$ cat src/hw/fdx_pkg.sv
// Shared types and constants of the floppy transfer command executor.
package fdx_pkg;
   typedef enum logic [2:0] {
      OP_RD_DEL = 3'h0,
      OP_RD_TRK = 3'h1,
      OP_WR = 3'h2,
      OP_WR_DEL = 3'h3,
      OP_VERIFY = 3'h4,
      OP_FORMAT = 3'h5
   } fdx_op_e;
   typedef enum logic [7:0] {
      S_IDLE = 8'h01,
      S_HLOAD = 8'h02,
      S_INDEX = 8'h04,
      S_SEARCH = 8'h08,
      S_MARK = 8'h10,
      S_READ = 8'h20,
      S_WRITE = 8'h40,
      S_DONE = 8'h80
   } fdx_state_e;
   typedef enum logic [2:0] {
      PH_GAP = 3'h0,
      PH_IDM = 3'h1,
      PH_ID = 3'h2,
      PH_DAM = 3'h3,
      PH_DATA = 3'h4,
      PH_CRC1 = 3'h5,
      PH_CRC2 = 3'h6
   } fdx_phase_e;
   typedef struct packed {logic [7:0] c; logic [7:0] h; logic [7:0] r; logic [7:0] n;} fdx_id_s;
   // The byte_length field also carries sector_total for verify.
   typedef struct packed {
      fdx_op_e op;
      logic two_side_flag;
      logic bypass_deleted_flag;
      logic count_stop_flag;
      logic mfm;
      fdx_id_s id;
      logic [7:0] last_sector_id;
      logic [7:0] gap_length;
      logic [7:0] byte_length;
      logic [7:0] fill_pattern_byte;
      logic [7:0] sectors_per_side;
   } fdx_cmd_s;
   typedef struct packed {logic [7:0] status_zero; logic [7:0] st1; logic [7:0] st2; fdx_id_s id;} fdx_res_s;
   typedef struct packed {
      fdx_state_e st;
      fdx_phase_e ph;
      fdx_cmd_s cmd;
      fdx_id_s cur;
      logic [1:0] idx;
      logic id_seen;
      logic in_id;
      logic skip;
      logic halt;
      logic stop;
      logic [14:0] cnt;
      logic [7:0] total;
      logic [7:0] secs;
      logic [7:0] s0;
      logic [7:0] s1;
      logic [7:0] s2;
      logic [15:0] crc;
      logic rd_v;
      logic [7:0] rd_d;
      logic wv;
      logic wmark;
      logic [7:0] wb;
      logic done;
      fdx_res_s res;
   } fdx_state_s;
   localparam int IC_LSB = 6;
   localparam logic [1:0] IC_ABNORMAL = 2'h1;
   localparam int ST0_HEAD = 2;
   localparam int ST1_NO_ID = 0;
   localparam int ST1_ABSENT = 2;
   localparam int ST1_CRC = 5;
   localparam int ST2_ID_CRC = 5;
   localparam int ST2_CM = 6;
   localparam logic [14:0] SECT_BASE = 15'h0080;
   localparam logic [7:0] GAP_MFM = 8'h4E;
   localparam logic [7:0] GAP_FM = 8'hFF;
   localparam logic [7:0] MARK_ID = 8'hFE;
   localparam logic [7:0] MARK_DATA = 8'hFB;
   localparam logic [7:0] MARK_DEL = 8'hF8;
   localparam logic [15:0] CRC_INIT = 16'hFFFF;
   localparam logic [15:0] CRC_POLY = 16'h1021;
   localparam logic [7:0] FIRST_SECTOR = 8'h01;
endpackage

$ cat src/hw/fdx_exec.sv
// Execution engine for the floppy data transfer and format commands.
`timescale 1ns/10ps
module fdx_exec
   import fdx_pkg::*;
(
   input wire logic clock_in,
   input wire logic sys_rst_in,
   input wire logic clk_en_in,
   input wire logic start_in,
   input wire fdx_cmd_s cmd_in,
   input wire logic head_ready_in,
   output logic head_load_out,
   input wire logic index_pulse_in,
   input wire logic id_found_in,
   input wire fdx_id_s id_in,
   input wire logic id_crc_ok_in,
   input wire logic dam_found_in,
   input wire logic dam_deleted_in,
   input wire logic rd_valid_in,
   input wire logic [7:0] rd_byte_in,
   input wire logic rd_end_in,
   input wire logic rd_crc_ok_in,
   output logic host_rd_valid_out,
   output logic [7:0] host_rd_data_out,
   input wire logic host_wr_valid_in,
   input wire logic [7:0] host_wr_data_in,
   output logic host_wr_take_out,
   input wire logic fifo_fault_in,
   input wire logic count_end_input_in,
   input wire logic wr_req_in,
   output logic wr_valid_out,
   output logic wr_mark_out,
   output logic [7:0] wr_byte_out,
   output logic busy_out,
   output logic done_out,
   output fdx_res_s result_out
);
   fdx_state_s s;
   fdx_state_s next_s;
   logic take;
   logic [14:0] size;
   logic [14:0] lim;
   logic is_wr;

   function automatic logic [15:0] crc_step(input logic [15:0] c, input logic [7:0] d);
      logic [15:0] x;
      x = c;
      for (int i = 7; i >= 0; i--) begin
         x = (x[15] ^ d[i]) ? ({x[14:0], 1'b0} ^ CRC_POLY) : {x[14:0], 1'b0};
      end
      return x;
   endfunction

   // Closes one sector: advances the address unless halt is set, and decides whether to go on.
   function automatic fdx_state_s sector_done(input fdx_state_s a);
      fdx_state_s b;
      logic end_trk;
      logic fin;
      b = a;
      end_trk = 1'b0;
      fin = a.stop || a.halt;
      b.secs = a.secs + 8'h01;
      b.total = a.total - 8'h01;
      if (!a.halt) begin
         if (a.cur.r == a.cmd.last_sector_id) begin
            b.cur.r = FIRST_SECTOR;
            if (a.cmd.two_side_flag && !a.cur.h[0]) begin
               b.cur.h[0] = 1'b1;
            end else begin
               b.cur.c = a.cur.c + 8'h01;
               b.cur.h[0] = a.cur.h[0] ^ a.cmd.two_side_flag;
               end_trk = 1'b1;
            end
         end else begin
            b.cur.r = a.cur.r + 8'h01;
         end
      end
      if (a.cmd.op == OP_RD_TRK) begin
         fin = fin || (b.secs == a.cmd.last_sector_id);
      end
      if (a.cmd.op == OP_VERIFY && a.cmd.count_stop_flag) begin
         fin = fin || (b.total == 8'h00);
         if (end_trk && b.total != 8'h00) begin
            b.s0[IC_LSB+:2] = IC_ABNORMAL;
         end
      end
      b.st = (fin || end_trk) ? S_DONE : S_SEARCH;
      b.idx = 2'h0;
      b.id_seen = 1'b0;
      b.halt = 1'b0;
      return b;
   endfunction

   assign size = 15'(SECT_BASE << s.cmd.id.n[2:0]);
   assign lim = (s.cmd.id.n == 8'h00) ? {7'h00, s.cmd.byte_length} : size;
   assign is_wr = (s.cmd.op == OP_WR) || (s.cmd.op == OP_WR_DEL);

   always_comb begin
      next_s = s;
      next_s.done = 1'b0;
      next_s.rd_v = 1'b0;
      next_s.wv = 1'b0;
      next_s.wmark = 1'b0;
      take = 1'b0;
      if (s.st != S_IDLE && (count_end_input_in || fifo_fault_in)) begin
         next_s.stop = 1'b1;
      end
      unique case (s.st)
         S_IDLE: begin
            if (start_in) begin
               next_s = '0;
               next_s.cmd = cmd_in;
               next_s.cur = cmd_in.id;
               next_s.total = cmd_in.byte_length;
               next_s.res = s.res;
               next_s.st = S_HLOAD;
               if (cmd_in.op == OP_VERIFY && cmd_in.count_stop_flag &&
                   cmd_in.last_sector_id > cmd_in.sectors_per_side) begin
                  next_s.s0[IC_LSB+:2] = IC_ABNORMAL;
                  next_s.st = S_DONE;
               end
            end
         end
         S_HLOAD: begin
            if (head_ready_in) begin
               next_s.st = (s.cmd.op == OP_FORMAT || s.cmd.op == OP_RD_TRK) ? S_INDEX : S_SEARCH;
            end
         end
         S_INDEX: begin
            if (index_pulse_in) begin
               next_s.st = (s.cmd.op == OP_FORMAT) ? S_WRITE : S_SEARCH;
               next_s.ph = PH_GAP;
               next_s.cnt = 15'h0000;
            end
         end
         S_SEARCH: begin
            if (index_pulse_in) begin
               next_s.idx = s.idx + 2'h1;
               if (s.idx == 2'h1) begin
                  next_s.s0[IC_LSB+:2] = IC_ABNORMAL;
                  next_s.s1[ST1_NO_ID] = !s.id_seen;
                  next_s.s1[ST1_ABSENT] = s.id_seen;
                  next_s.st = S_DONE;
               end
            end else if (id_found_in) begin
               next_s.id_seen = 1'b1;
               if (!id_crc_ok_in) begin
                  next_s.s1[ST1_CRC] = 1'b1;
                  next_s.s2[ST2_ID_CRC] = !is_wr;
                  if (s.cmd.op == OP_RD_TRK) begin
                     next_s.st = S_MARK;
                  end else begin
                     next_s.s0[IC_LSB+:2] = IC_ABNORMAL;
                     next_s.st = S_DONE;
                  end
               end else if (s.cmd.op == OP_RD_TRK) begin
                  next_s.s1[ST1_ABSENT] = s.s1[ST1_ABSENT] | (id_in != s.cur);
                  next_s.st = S_MARK;
               end else if (id_in == s.cur) begin
                  next_s.st = is_wr ? S_WRITE : S_MARK;
                  next_s.ph = PH_DAM;
               end
            end
         end
         S_MARK: begin
            if (dam_found_in) begin
               next_s.st = S_READ;
               next_s.cnt = 15'h0000;
               next_s.skip = 1'b0;
               if (s.cmd.op == OP_RD_DEL && !dam_deleted_in) begin
                  next_s.s2[ST2_CM] = 1'b1;
                  next_s.skip = s.cmd.bypass_deleted_flag;
                  next_s.halt = !s.cmd.bypass_deleted_flag;
               end
            end
         end
         S_READ: begin
            if (rd_valid_in) begin
               next_s.cnt = s.cnt + 15'h0001;
               // Verify consumes the field but never hands it to the host.
               if (!s.skip && s.cmd.op != OP_VERIFY && !s.stop && s.cnt < lim) begin
                  next_s.rd_v = 1'b1;
                  next_s.rd_d = rd_byte_in;
               end
            end
            if (rd_end_in) begin
               if (!rd_crc_ok_in && !s.skip) begin
                  next_s.s1[ST1_CRC] = 1'b1;
               end
               if (!rd_crc_ok_in && !s.skip && s.cmd.op != OP_RD_TRK) begin
                  next_s.s0[IC_LSB+:2] = IC_ABNORMAL;
                  next_s.st = S_DONE;
               end else begin
                  next_s = sector_done(next_s);
               end
            end
         end
         S_WRITE: begin
            if (s.cmd.op == OP_FORMAT && index_pulse_in) begin
               next_s.st = S_DONE;
            end else if (wr_req_in) begin
               next_s.wv = 1'b1;
               next_s.cnt = s.cnt + 15'h0001;
               unique case (s.ph)
                  PH_GAP: begin
                     next_s.wb = s.cmd.mfm ? GAP_MFM : GAP_FM;
                     if (s.cnt + 15'h0001 >= {7'h00, s.cmd.gap_length}) begin
                        next_s.ph = PH_IDM;
                     end
                  end
                  PH_IDM: begin
                     next_s.wmark = 1'b1;
                     next_s.wb = MARK_ID;
                     next_s.crc = crc_step(CRC_INIT, MARK_ID);
                     next_s.ph = PH_ID;
                     next_s.cnt = 15'h0000;
                  end
                  PH_ID: begin
                     // A late host byte simply holds the ID field back.
                     next_s.wv = host_wr_valid_in;
                     take = host_wr_valid_in;
                     next_s.wb = host_wr_data_in;
                     next_s.crc = host_wr_valid_in ? crc_step(s.crc, host_wr_data_in) : s.crc;
                     next_s.cnt = host_wr_valid_in ? s.cnt + 15'h0001 : s.cnt;
                     next_s.in_id = 1'b1;
                     if (host_wr_valid_in && s.cnt == 15'h0003) begin
                        next_s.ph = PH_CRC1;
                     end
                  end
                  PH_DAM: begin
                     next_s.wmark = 1'b1;
                     next_s.wb = (s.cmd.op == OP_WR_DEL) ? MARK_DEL : MARK_DATA;
                     next_s.crc = crc_step(CRC_INIT, next_s.wb);
                     next_s.ph = PH_DATA;
                     next_s.cnt = 15'h0000;
                  end
                  PH_DATA: begin
                     if (s.cmd.op == OP_FORMAT) begin
                        next_s.wb = s.cmd.fill_pattern_byte;
                     end else if (!s.stop && !count_end_input_in && s.cnt < lim &&
                                  host_wr_valid_in) begin
                        take = 1'b1;
                        next_s.wb = host_wr_data_in;
                     end else begin
                        next_s.wb = 8'h00;
                        next_s.stop = s.stop | count_end_input_in | (s.cnt < lim);
                     end
                     next_s.crc = crc_step(s.crc, next_s.wb);
                     if (s.cnt + 15'h0001 == size) begin
                        next_s.ph = PH_CRC1;
                     end
                  end
                  PH_CRC1: begin
                     next_s.wb = s.crc[15:8];
                     next_s.ph = PH_CRC2;
                  end
                  default: begin
                     next_s.wb = s.crc[7:0];
                     next_s.cnt = 15'h0000;
                     next_s.in_id = 1'b0;
                     if (s.cmd.op == OP_FORMAT) begin
                        next_s.ph = s.in_id ? PH_DAM : PH_GAP;
                     end else begin
                        next_s = sector_done(next_s);
                     end
                  end
               endcase
            end
         end
         S_DONE: begin
            next_s.res.status_zero = s.s0 | {5'h00, s.cur.h[0], 2'h0};
            next_s.res.st1 = s.s1;
            next_s.res.st2 = s.s2;
            next_s.res.id = s.cur;
            next_s.done = 1'b1;
            next_s.st = S_IDLE;
         end
      endcase
   end

   always_ff @(posedge clock_in) begin
      if (sys_rst_in) begin
         s <= '0;
         s.st <= S_IDLE;
      end else if (clk_en_in) begin
         s <= next_s;
      end
   end

   assign head_load_out = (s.st != S_IDLE);
   assign busy_out = (s.st != S_IDLE);
   assign host_rd_valid_out = s.rd_v;
   assign host_rd_data_out = s.rd_d;
   assign host_wr_take_out = take && clk_en_in;
   assign wr_valid_out = s.wv;
   assign wr_mark_out = s.wmark;
   assign wr_byte_out = s.wb;
   assign done_out = s.done;
   assign result_out = s.res;

   cm_flag_a: assert property (@(posedge clock_in) disable iff (sys_rst_in)
      clk_en_in && s.st == S_MARK && s.cmd.op == OP_RD_DEL && dam_found_in && !dam_deleted_in
      |=> s.s2[ST2_CM] && s.st == S_READ) else $error("Control mark not flagged.");
   skip_quiet_a: assert property (@(posedge clock_in) disable iff (sys_rst_in)
      clk_en_in && s.st == S_READ && s.skip |=> !host_rd_valid_out)
      else $error("Skipped sector reached the host.");
   addr_next_a: assert property (@(posedge clock_in) disable iff (sys_rst_in)
      clk_en_in && s.st == S_READ && rd_end_in && rd_crc_ok_in && !s.halt && !s.stop &&
      s.cur.r != s.cmd.last_sector_id |=> s.cur.r == $past(s.cur.r) + 8'h01)
      else $error("Sector number not advanced.");
   eot_wrap_a: assert property (@(posedge clock_in) disable iff (sys_rst_in)
      clk_en_in && s.st == S_READ && rd_end_in && rd_crc_ok_in && !s.halt &&
      s.cur.r == s.cmd.last_sector_id |=> s.cur.r == FIRST_SECTOR)
      else $error("Sector number not reset at end of track.");
   no_id_a: assert property (@(posedge clock_in) disable iff (sys_rst_in)
      clk_en_in && s.st == S_SEARCH && index_pulse_in && s.idx == 2'h1 && !s.id_seen
      |=> s.s1[ST1_NO_ID] && s.s0[IC_LSB+:2] == IC_ABNORMAL ##1 done_out)
      else $error("Missing ID mark not reported.");
   zero_pad_a: assert property (@(posedge clock_in) disable iff (sys_rst_in)
      clk_en_in && s.st == S_WRITE && s.ph == PH_DATA && s.stop && wr_req_in &&
      s.cmd.op != OP_FORMAT && !index_pulse_in |=> wr_valid_out && wr_byte_out == 8'h00)
      else $error("Field not padded with zeros.");
   wr_id_crc_a: assert property (@(posedge clock_in) disable iff (sys_rst_in)
      clk_en_in && s.st == S_SEARCH && is_wr && id_found_in && !id_crc_ok_in && !index_pulse_in
      |=> s.s1[ST1_CRC] && s.st == S_DONE) else $error("ID CRC error not ending write.");
   verify_quiet_a: assert property (@(posedge clock_in) disable iff (sys_rst_in)
      s.st == S_READ && s.cmd.op == OP_VERIFY |-> !host_rd_valid_out)
      else $error("Verify passed data to the host.");
   fmt_end_a: assert property (@(posedge clock_in) disable iff (sys_rst_in)
      clk_en_in && s.st == S_WRITE && s.cmd.op == OP_FORMAT && index_pulse_in
      |=> s.st == S_DONE ##1 done_out) else $error("Format did not end at index.");
   done_a: assert property (@(posedge clock_in) disable iff (sys_rst_in)
      clk_en_in && s.st == S_DONE |=> done_out && !busy_out)
      else $error("Completion not signalled.");
endmodule

$ cat config.mk
export PLATFORM = sky130hd
export DESIGN_NAME = fdx_exec
export DESIGN_NICKNAME = d
export VERILOG_FILES = /design/src/hw/fdx_pkg.sv /design/src/hw/fdx_exec.sv
export SDC_FILE = /design/constraint.sdc
export NUM_CORES = 1
export LEC_CHECK = 0
export ABC_AREA = 1
export BUFFER_PORTS_ARGS = -buffer_cell sky130_fd_sc_hd__buf_2
export CAP_MARGIN = 20
export CORE_MARGIN = 2
export CORE_UTILIZATION = 50
export DETAILED_ROUTE_END_ITERATION = 10
export PLACE_DENSITY = 0.72
export SLEW_MARGIN = 40
export SYNTH_ARGS = -nofsm -noshare
export SYNTH_HDL_FRONTEND = slang
export SYNTH_SLANG_ARGS = --single-unit
$ cat constraint.sdc
create_clock -name clock_in -period 7 [get_ports clock_in]
set_input_delay 1.05 -clock clock_in [delete_from_list [all_inputs] [get_ports clock_in]]
set_output_delay 1.05 -clock clock_in [all_outputs]
set_load 0.005 [all_outputs]
Word-level counts from Yosys, hierarchy flattened

Index checks and enable logic that the tools add are counted.

Bits in registers: 244
Bits of input ports: 144
Output and inout port bits: 79
Word-level logic and storage cells: 448

$add $sub $neg: 6
Magnitude comparators: 3
Equal/unequal tests: 71
Shifts and indexed selects: 1
Muxes and demuxes: 186
Bitwise logic cells: 53
Reductions and logical operators: 79

Operator list:

| operator                                      | count |
|---|---|
| 276-bit two-way mux                           | 3 |
| 111-bit one-hot mux with 3 select lines       | 1 |
| 13-bit two-way mux                            | 24 |
| 268-bit two-way mux                           | 1 |
| 57-bit one-hot mux with 4 select lines        | 1 |
| 8-bit two-way mux                             | 25 |
| 186-bit two-way mux                           | 1 |
| 40-bit one-hot mux with 3 select lines        | 1 |
| 114-bit two-way mux                           | 1 |
| 16-bit one-hot mux with 5 select lines        | 1 |
| 15-bit two-way mux                            | 5 |
| 15-bit one-hot mux with 5 select lines        | 1 |
| 70-bit two-way mux                            | 1 |
| 3-bit NOT                                     | 22 |
| 8-bit one-hot mux with 8 select lines         | 1 |
| 1-bit two-way mux                             | 59 |
| 57-bit two-way mux                            | 1 |
| 2-bit inequality test (second input constant) | 24 |
| 3-bit inequality test (second input constant) | 16 |
| 16-bit one-hot mux with 3 select lines        | 1 |
| 8-bit one-hot mux with 6 select lines         | 1 |
| 15-bit one-hot mux with 3 select lines        | 1 |
| 40-bit two-way mux                            | 1 |
| 9-bit two-way mux                             | 4 |
| 76 further kinds                              | 202 |

Depth between registers and ports, before layout

Gate-level depths: netlist (run 1).

Word-level depth: 31
Mapped depth: 26
Depth with buffers taken out: 25

Least setup slack after synthesis (run 1)

Ideal clock, no wire load.

Kind: register to output
Start point: register s[226] in the netlist's numbering
End point: output port host_wr_take_out
Arrival time: 2.193 ns
Data required time: 5.950 ns
Setup slack: 3.757 ns
Cell stages (with the launch flop): 12
Buffers on the path: 0
Cell sequence: dfxtp_1 > inv_1 > nor3_1 > inv_1 > ha_1 > a21oi_1 > o21ai_0 > nor2_1 > nand2_2 > nor3_1 > nand4_1 > a21oi_1

Word-level cells in the longest chain between the ends: 12
Elaborated cells between the ends (all ways): 13
Those cells by class: order compare: 1; shift: 1; mux: 7; reduce/logical: 4

RTL lines:

| item                                                                              | RTL line                       | text |
|---|---|---|
| start: declaration                                                                | fdx_exec.sv:38                 | `fdx_state_s s;` |
| start signal: assignment                                                          | fdx_exec.sv:286                | `s <= next_s;` |
| 8-bit by 3-bit left shift with 15-bit output or 8-bit logical NOT (tied branches) | fdx_exec.sv:94, fdx_exec.sv:95 |  |
| 15-bit two-way mux *                                                              | fdx_exec.sv:95                 | `assign lim = (s.cmd.id.n == 8'h00) ? {7'h00, s.cmd.byte_length} : size;` |
| 15-bit < comparator *                                                             | fdx_exec.sv:240                | `end else if (!s.stop && !count_end_input_in && s.cnt < lim &&` |
| 1-bit logical AND * (2 in series)                                                 | fdx_exec.sv:240                |  |
| 1-bit two-way mux *                                                               | fdx_exec.sv:240                |  |
| 1-bit two-way mux *                                                               | fdx_exec.sv:238                | `if (s.cmd.op == OP_FORMAT) begin` |
| 1-bit one-hot mux with 2 select lines *                                           | fdx_exec.sv:204                | `unique case (s.ph)` |
| 1-bit two-way mux *                                                               | fdx_exec.sv:201                | `end else if (wr_req_in) begin` |
| 1-bit two-way mux *                                                               | fdx_exec.sv:199                | `if (s.cmd.op == OP_FORMAT && index_pulse_in) begin` |
| 1-bit two-way mux *                                                               | fdx_exec.sv:108                | `unique case (s.st)` |
| 1-bit logical AND *                                                               | fdx_exec.sv:294                | `assign host_wr_take_out = take && clk_en_in;` |
| end: declaration                                                                  | fdx_exec.sv:27                 | `output logic host_wr_take_out,` |

Mark *: on every way between the ends. The rest lies on a longest branch, timed or not.

Worst setup path in the final report (run 1)

Start point: register s[228] in the netlist's numbering
End point: output port host_wr_take_out

The elaborated chain is that of the path after synthesis.

==> metrics.txt, run 1 <==
status finished, final reports clean; post-detail-place hpwl 29300 um; # setup viols final 0; fin util 56.9%; clock sink count 201; core region area 0.0251 sq mm; GR Overflow Total 0; initial antenna violation count 3; post-route minimum period 4.50 ns; main area contributors after synthesis dfxtp_1 (32%), nand2_1 (9.8%), a21oi_1 (8.4%), inv_1 (5.7%), o21ai_0 (4.6%); share of the synthesized area in the top cell type 31.6%; starting density of the core 50.7%; number of DRC markers in iteration 0 1237; RSZ-0062 raised after global routing false; clock root buffer clkbuf_16; cts hold-fix bufs 0; R2R Path End s[170]; Hold Fails Final Rpt 0; crit path launch type flip-flop; row cnt 58; Post-Syn Instances 1830; Critical Path RT 5.95 ns; WL final 39200 um; die area 0.0267 sq mm; Ys Warns 0; All-Layer GR Usage 28.7%; setup TNS 0 ns; internal power 2.34 mW; Clock Power Share 39.0%; slowest stage delay, CP 0.49 ns; drt first pass iters 7; HP Class flip-flop to flip-flop; WS Path Type flip-flop to output pin; Layout area overhead 12.2%; Post-CTS Resized 0; Tcrit/Tclk final 64.3%; vias in the first global route 11840; Num CTS Buffers 23; switching power 1.10 mW; clock tree from TritonCTS done; most frequent cells after synthesis nand2_1 (332), a21oi_1 (213), dfxtp_1 (201); crit-path cells inv_1 -> nor3_1 -> inv_1 -> ha_1 -> a21oi_1 -> o21ai_0 -> nor2_1 -> nand2_2 -> nor3_1 -> nand4_1 -> a21oi_1 -> buf_2; DP Worst Slack 2.92 ns; gpl congestion 1.01; number of synthesized flops with an enable pin 0; # DRC 0; sw frac 32.0%; synthesized cell area 0.0127 sq mm; Peak VDD IR 169 uV; Async SR Flop Fraction 0%; hold path cells 2; max frequency 222 MHz; most frequent cell after synthesis nand2_1; R2R setup slack 2.88 ns; clk slew on worst S/H paths 0.06 ns; Nets 2122; worst slew pin tran 0.780 ns; port buffer count 205; Crit. End Element output pin; Flop pwr share 37.4%; min-delay src s[105]; die span in x 164 um; FF-to-FF path depth 15; Setup WS post-layout 2.50 ns; largest net degree at the start of global routing 91; Routed Antenna Nets 0; drt wl/cell 17.2 um; Cells after DPL 2245; H-Tree Depth 1; clock latency on the worst-skew pair 0.52 ns; Yosys top cell by area dfxtp_1; Non-Filler Instances 2286; power density over the cells 241 mW/mm^2; hold worst-path end result_out[45]; Top Ports 223; synthesis-stage register bit count 201; Syn Area/Cell 6.95 sq um; max cap viols 0; share of post-route cells with drive strength above 1 17.3%; slew margin rel. 47.8%; LEAKAGE 6.10 nW; post-synthesis sequential area ratio 31.6%; RR Startpoint s[262]; Logic pwr share 23.6%; Via-to-Cell Ratio 5.58; max-slew violation count 0; Slowest cell on crit path nor2_1; first-pass GRT wire length 61500 um; Yosys cell types 64; Power Total 3.44 mW; clk_skew 0.0113 ns; postcts setup bufs 0; height of the chip 164 um; ys flop type dfxtp_1; via count 12757; WP data arrival 3.45 ns; clock tree buffer depth 3; Crit Path Max Fanout 9
==> layout by cell type (no fill, tap or decap), types with 8 or more instances in the layout <==
master / instances
nand2_1: 332
a21oi_1: 213
buf_2: 204
dfxtp_1: 201
inv_1: 190
nor2_1: 127
o21ai_0: 116
nand3_1: 89
a211oi_1: 56
xnor2_1: 38
ha_1: 38
xor2_1: 34
nand4_1: 32
nor3_1: 26
clkbuf_16: 23
inv_2: 21
or2_2: 19
conb_1: 17
nor4_1: 16
o211ai_1: 15
a31oi_1: 13
nor2_2: 9
nor2_4: 8
buf_4: 8
==> power by group through the flow <==
| stage | combinational [mW] | clock, mW | sequential (mW) |
|---|---|---|---|
| after global routing | 0.901 | 1.42 | 1.29 |
| after global placement | 0.785 | 0 | 1.31 |
| after detailed placement | 0.797 | 0 | 1.31 |
| after CTS | 0.802 | 1.37 | 1.28 |
| final | 0.813 | 1.34 | 1.29 |
| after floorplan | 0.593 | 0 | 1.29 |
==> registers in the layout, summed over array words and instances, names as in the netlist <==
register	cells
s	142
wr_valid_out	1
wr_byte_out	8
host_rd_data_out	8
wr_mark_out	1
result_out	39
done_out	1
host_rd_valid_out	1
==> cells by family (layout without fill, tap and decap cells) <==
group,Yosys count,count (layout),share of synthesized area (%)
compound gates,468,468,21.5
xor+xnor,73,73,5.08
fa+ha+maj,38,38,3.74
buf+inv,358,467,13.1
flops,201,201,31.6
other cells,1,18,0.0295
simple gates,691,691,25.0
==> how the worst max path moves through the flow <==
stage	slack (ns)	end	from
after floorplan	3.76	host_wr_take_out	s[226]
after global placement	3.12	s[170]	s[262]
after detailed placement	2.92	s[170]	s[262]
after CTS	2.53	host_wr_take_out	s[228]
after global routing	2.14	host_wr_take_out	s[226]
final	2.50	host_wr_take_out	s[228]
==> metrics by stage <==
step	cell area (sq um)	hold slack, ns
CTS	14300	0.457
floorplan	12800	0.430
finish	14300	0.455
global route	14300	0.480
detailed placement	13400	0.450
global placement	13400	0.441
==> cell type report <==
type,count,area [sq um]
flip-flops and latches,201,4020
repair buffers,213,1090
multi-input cells,1287,7110
well taps,330,413
fillers,2453,10800
clock inverters,12,219
inverters,214,808
diodes,1,2.50
clock buffers,28,614
==> metal layers <==
layer | GRT usage, % | up-vias | wire, um
li1 | - | 6310 | -
met5 | 0 | - | 27
met4 | 13.3 | 4 | 1660
met3 | 4.60 | 101 | 3230
met1 | 38.9 | 5796 | 17000
met2 | 44.8 | 546 | 17300
==> worst max-delay path: cells and delay by family, from the launching register on <==
| family | cells | cell delay (ns) |
|---|---|---|
| AOI/OAI and AO/OA | 3 | 0.52 |
| buffers and inverters | 3 | 0.43 |
| adders and majority gates | 1 | 0.30 |
| and+or+nand+nor | 5 | 1.21 |
| DFF | 1 | 0.48 |
Power figures use the tool's default switching activity.
==> run 2, diff against run 1 <==
- clock period: 7 -> 4.35 ns (I/O delays scaled with it)
==> run 2 against run 1 <==
Compared with the run above:
- core utilization rose by 0.19 points
- largest power group is now sequential cells
- sequential cell count did not move
- non-clock buffer count rose by 11
- global-route usage rose by 0.39 points
- critical path depth rose by 1
- largest cell class unchanged
- critical endpoint unchanged
- highest routed layer is now met4
==> metrics.txt, run 2 (synthesized netlist as in run 1, its figures left out) <==
WS Path Type flip-flop to output pin (unchanged); setup TNS 0 ns (unchanged); met3 routed WL 2980 um (was 3230 um); R2R setup slack 1.21 ns (was 2.88 ns); met2 wire length 17600 um (was 17300 um); Top Metal Used met4 (was met5); post-route minimum period 3.88 ns; max frequency 258 MHz; sw frac 33.2% (was 32.0%); clock sink count 201 (unchanged); Routed Antenna Nets 0 (unchanged); H-Tree Depth 1 (unchanged); max-slew violation count 0 (unchanged); gpl congestion 0.972 (was 1.01); max cap viols 0 (unchanged); DP Worst Slack 1.10 ns (was 2.92 ns); Peak VDD IR 273 uV (was 169 uV); Via-to-Cell Ratio 5.60 (was 5.58); commonest non-fill, non-tap cell in the layout nand2_1 (unchanged); Nets 2134 (was 2122); power density over the cells 379 mW/mm^2 (was 241 mW/mm^2); commonest non-fill, non-tap cells in the layout nand2_1 (332), a21oi_1 (213), buf_2 (204) (unchanged); share of post-route cells with drive strength above 1 17.9% (was 17.3%); clock tree buffer depth 3 (unchanged); slew margin rel. 45.6% (was 47.8%); Top Ports 223 (unchanged); first-pass GRT wire length 62700 um (was 61500 um); RSZ-0062 raised after global routing false (unchanged); initial antenna violation count 0 (was 3); starting density of the core 50.7% (unchanged); Flop pwr share 38.1% (was 37.4%); All-Layer GR Usage 29.1% (was 28.7%); cts hold-fix bufs 0 (unchanged); drt wl/cell 17.2 um (about the same); internal power 3.62 mW (was 2.34 mW); max reg flops 142 (unchanged); drt first pass iters 5 (was 7); WL final 39700 um (was 39200 um); Hold Fails Final Rpt 0 (unchanged); Crit. End Element output pin (unchanged); Power Total 5.43 mW (was 3.44 mW); number of DRC markers in iteration 0 937 (was 1237); row cnt 58 (unchanged); Clock Power Share 37.6% (was 39.0%); # DRC 0 (unchanged); die span in x 164 um (unchanged); clock tree from TritonCTS done (unchanged); core region area 0.0251 sq mm (unchanged); WP data arrival 3.23 ns (was 3.45 ns); HP Class input port to flip-flop (was flip-flop to flip-flop); postcts setup bufs 0 (unchanged); die area 0.0267 sq mm (unchanged); Layout area overhead 12.6% (was 12.2%); LEAKAGE 6.14 nW (was 6.10 nW); FILL cells 2498 (was 2453); Num CTS Buffers 24 (was 23); clk_skew 0.0272 ns (was 0.0113 ns); worst slew pin tran 0.816 ns (was 0.780 ns); clk slew on worst S/H paths 0.06 ns (about the same); footprint of the multi-input gates 0.00711 sq mm (about the same); sequential cell area 0.00402 sq mm (unchanged); largest net degree at the start of global routing 70 (was 91); # setup viols final 0 (unchanged); via count 12881 (was 12757); Post-CTS Resized 0 (unchanged); GR Overflow Total 0 (unchanged); Setup WS post-layout 0.467 ns (was 2.50 ns); Tcrit/Tclk final 89.3%; clock latency on the worst-skew pair 0.53 ns (was 0.52 ns); Logic pwr share 24.2% (was 23.6%); M1 WL 17500 um (was 17000 um); Crit Path Max Fanout 9 (unchanged); most flop-heavy register s (unchanged); switching power 1.80 mW (was 1.10 mW); status finished, final reports clean (unchanged); crit path launch type flip-flop (unchanged); vias in the first global route 12275 (was 11840); post-detail-place hpwl 29800 um (was 29300 um); height of the chip 164 um (unchanged); clock root buffer clkbuf_16 (unchanged); port buffer count 205 (unchanged); Critical Path RT 3.70 ns (was 5.95 ns)
-- run 2: cell types whose count changed in the layout (fill, tap and decap cells not counted), moves of 2 or more --
cell,delta
buf_4,+12
bufinv_16,-4
clkbuf_8,+2
clkinv_2,+2
-- run 2: layout make-up --
class / instances / area share, %
clock buffers: 31 / 4.65
multi-input cells: 1287 / 49.6
inverters: 214 / 5.64
diodes: 1 / 0.0175
well taps: 330 / 2.88
clock inverters: 13 / 0.986
repair buffers: 224 / 8.17
flip-flops and latches: 201 / 28.1
-- run 2: worst paths after layout --
kind | from | endpoint | cells after the start
min reg2reg | s[97] | result_out[37] | 2
max reg2reg | s[228] | s[82] | 20
min | rd_byte_in[0] | host_rd_data_out[0] | 3
max | s[228] | host_wr_take_out | 13
-- run 2: stage by stage --
stage | area (sq um) | utilization (%) | instances | hold WS [ns]
detailed placement | 13500 | 53.9 | 2256 | 0.450
CTS | 14300 | 57.1 | 2300 | 0.343
global placement | 13500 | 53.8 | 2255 | 0.445
global route | 14300 | 57.1 | 2300 | 0.360
floorplan | 12800 | - | 1846 | 0.430
finish | 14300 | 57.1 | 2301 | 0.359
-- run 2: critical path, stage by stage, from the launching register on --
cell	delay (ns)
dfxtp_1	0.48
inv_1	0.15
nor3_1	0.28
inv_1	0.13
ha_1	0.31
a21oi_1	0.12
o21ai_0	0.08
nor2_1	0.11
buf_4	0.17
nand2_2	0.10
nor3_1	0.21
nand4_1	0.11
a21oi_1	0.25
buf_2	0.17
-- run 2: layer usage --
metal / GRT usage, % / vias to the layer above
met5: 0 / -
met4: 11.7 / 0
met3: 5.59 / 90
met2: 47.1 / 508
met1: 38.1 / 5947
li1: - / 6336
-- run 2: power by group through the flow --
| stage | sequential, mW | clock [mW] | combinational (mW) |
|---|---|---|---|
| 2_1_floorplan | 2.07 | 0 | 0.954 |
| 3_3_place_gp | 2.10 | 0 | 1.27 |
| 3_5_place_dp | 2.11 | 0 | 1.29 |
| 4_1_cts | 2.07 | 2.08 | 1.30 |
| 5_1_grt | 2.08 | 2.17 | 1.47 |
| 6_report | 2.07 | 2.04 | 1.32 |
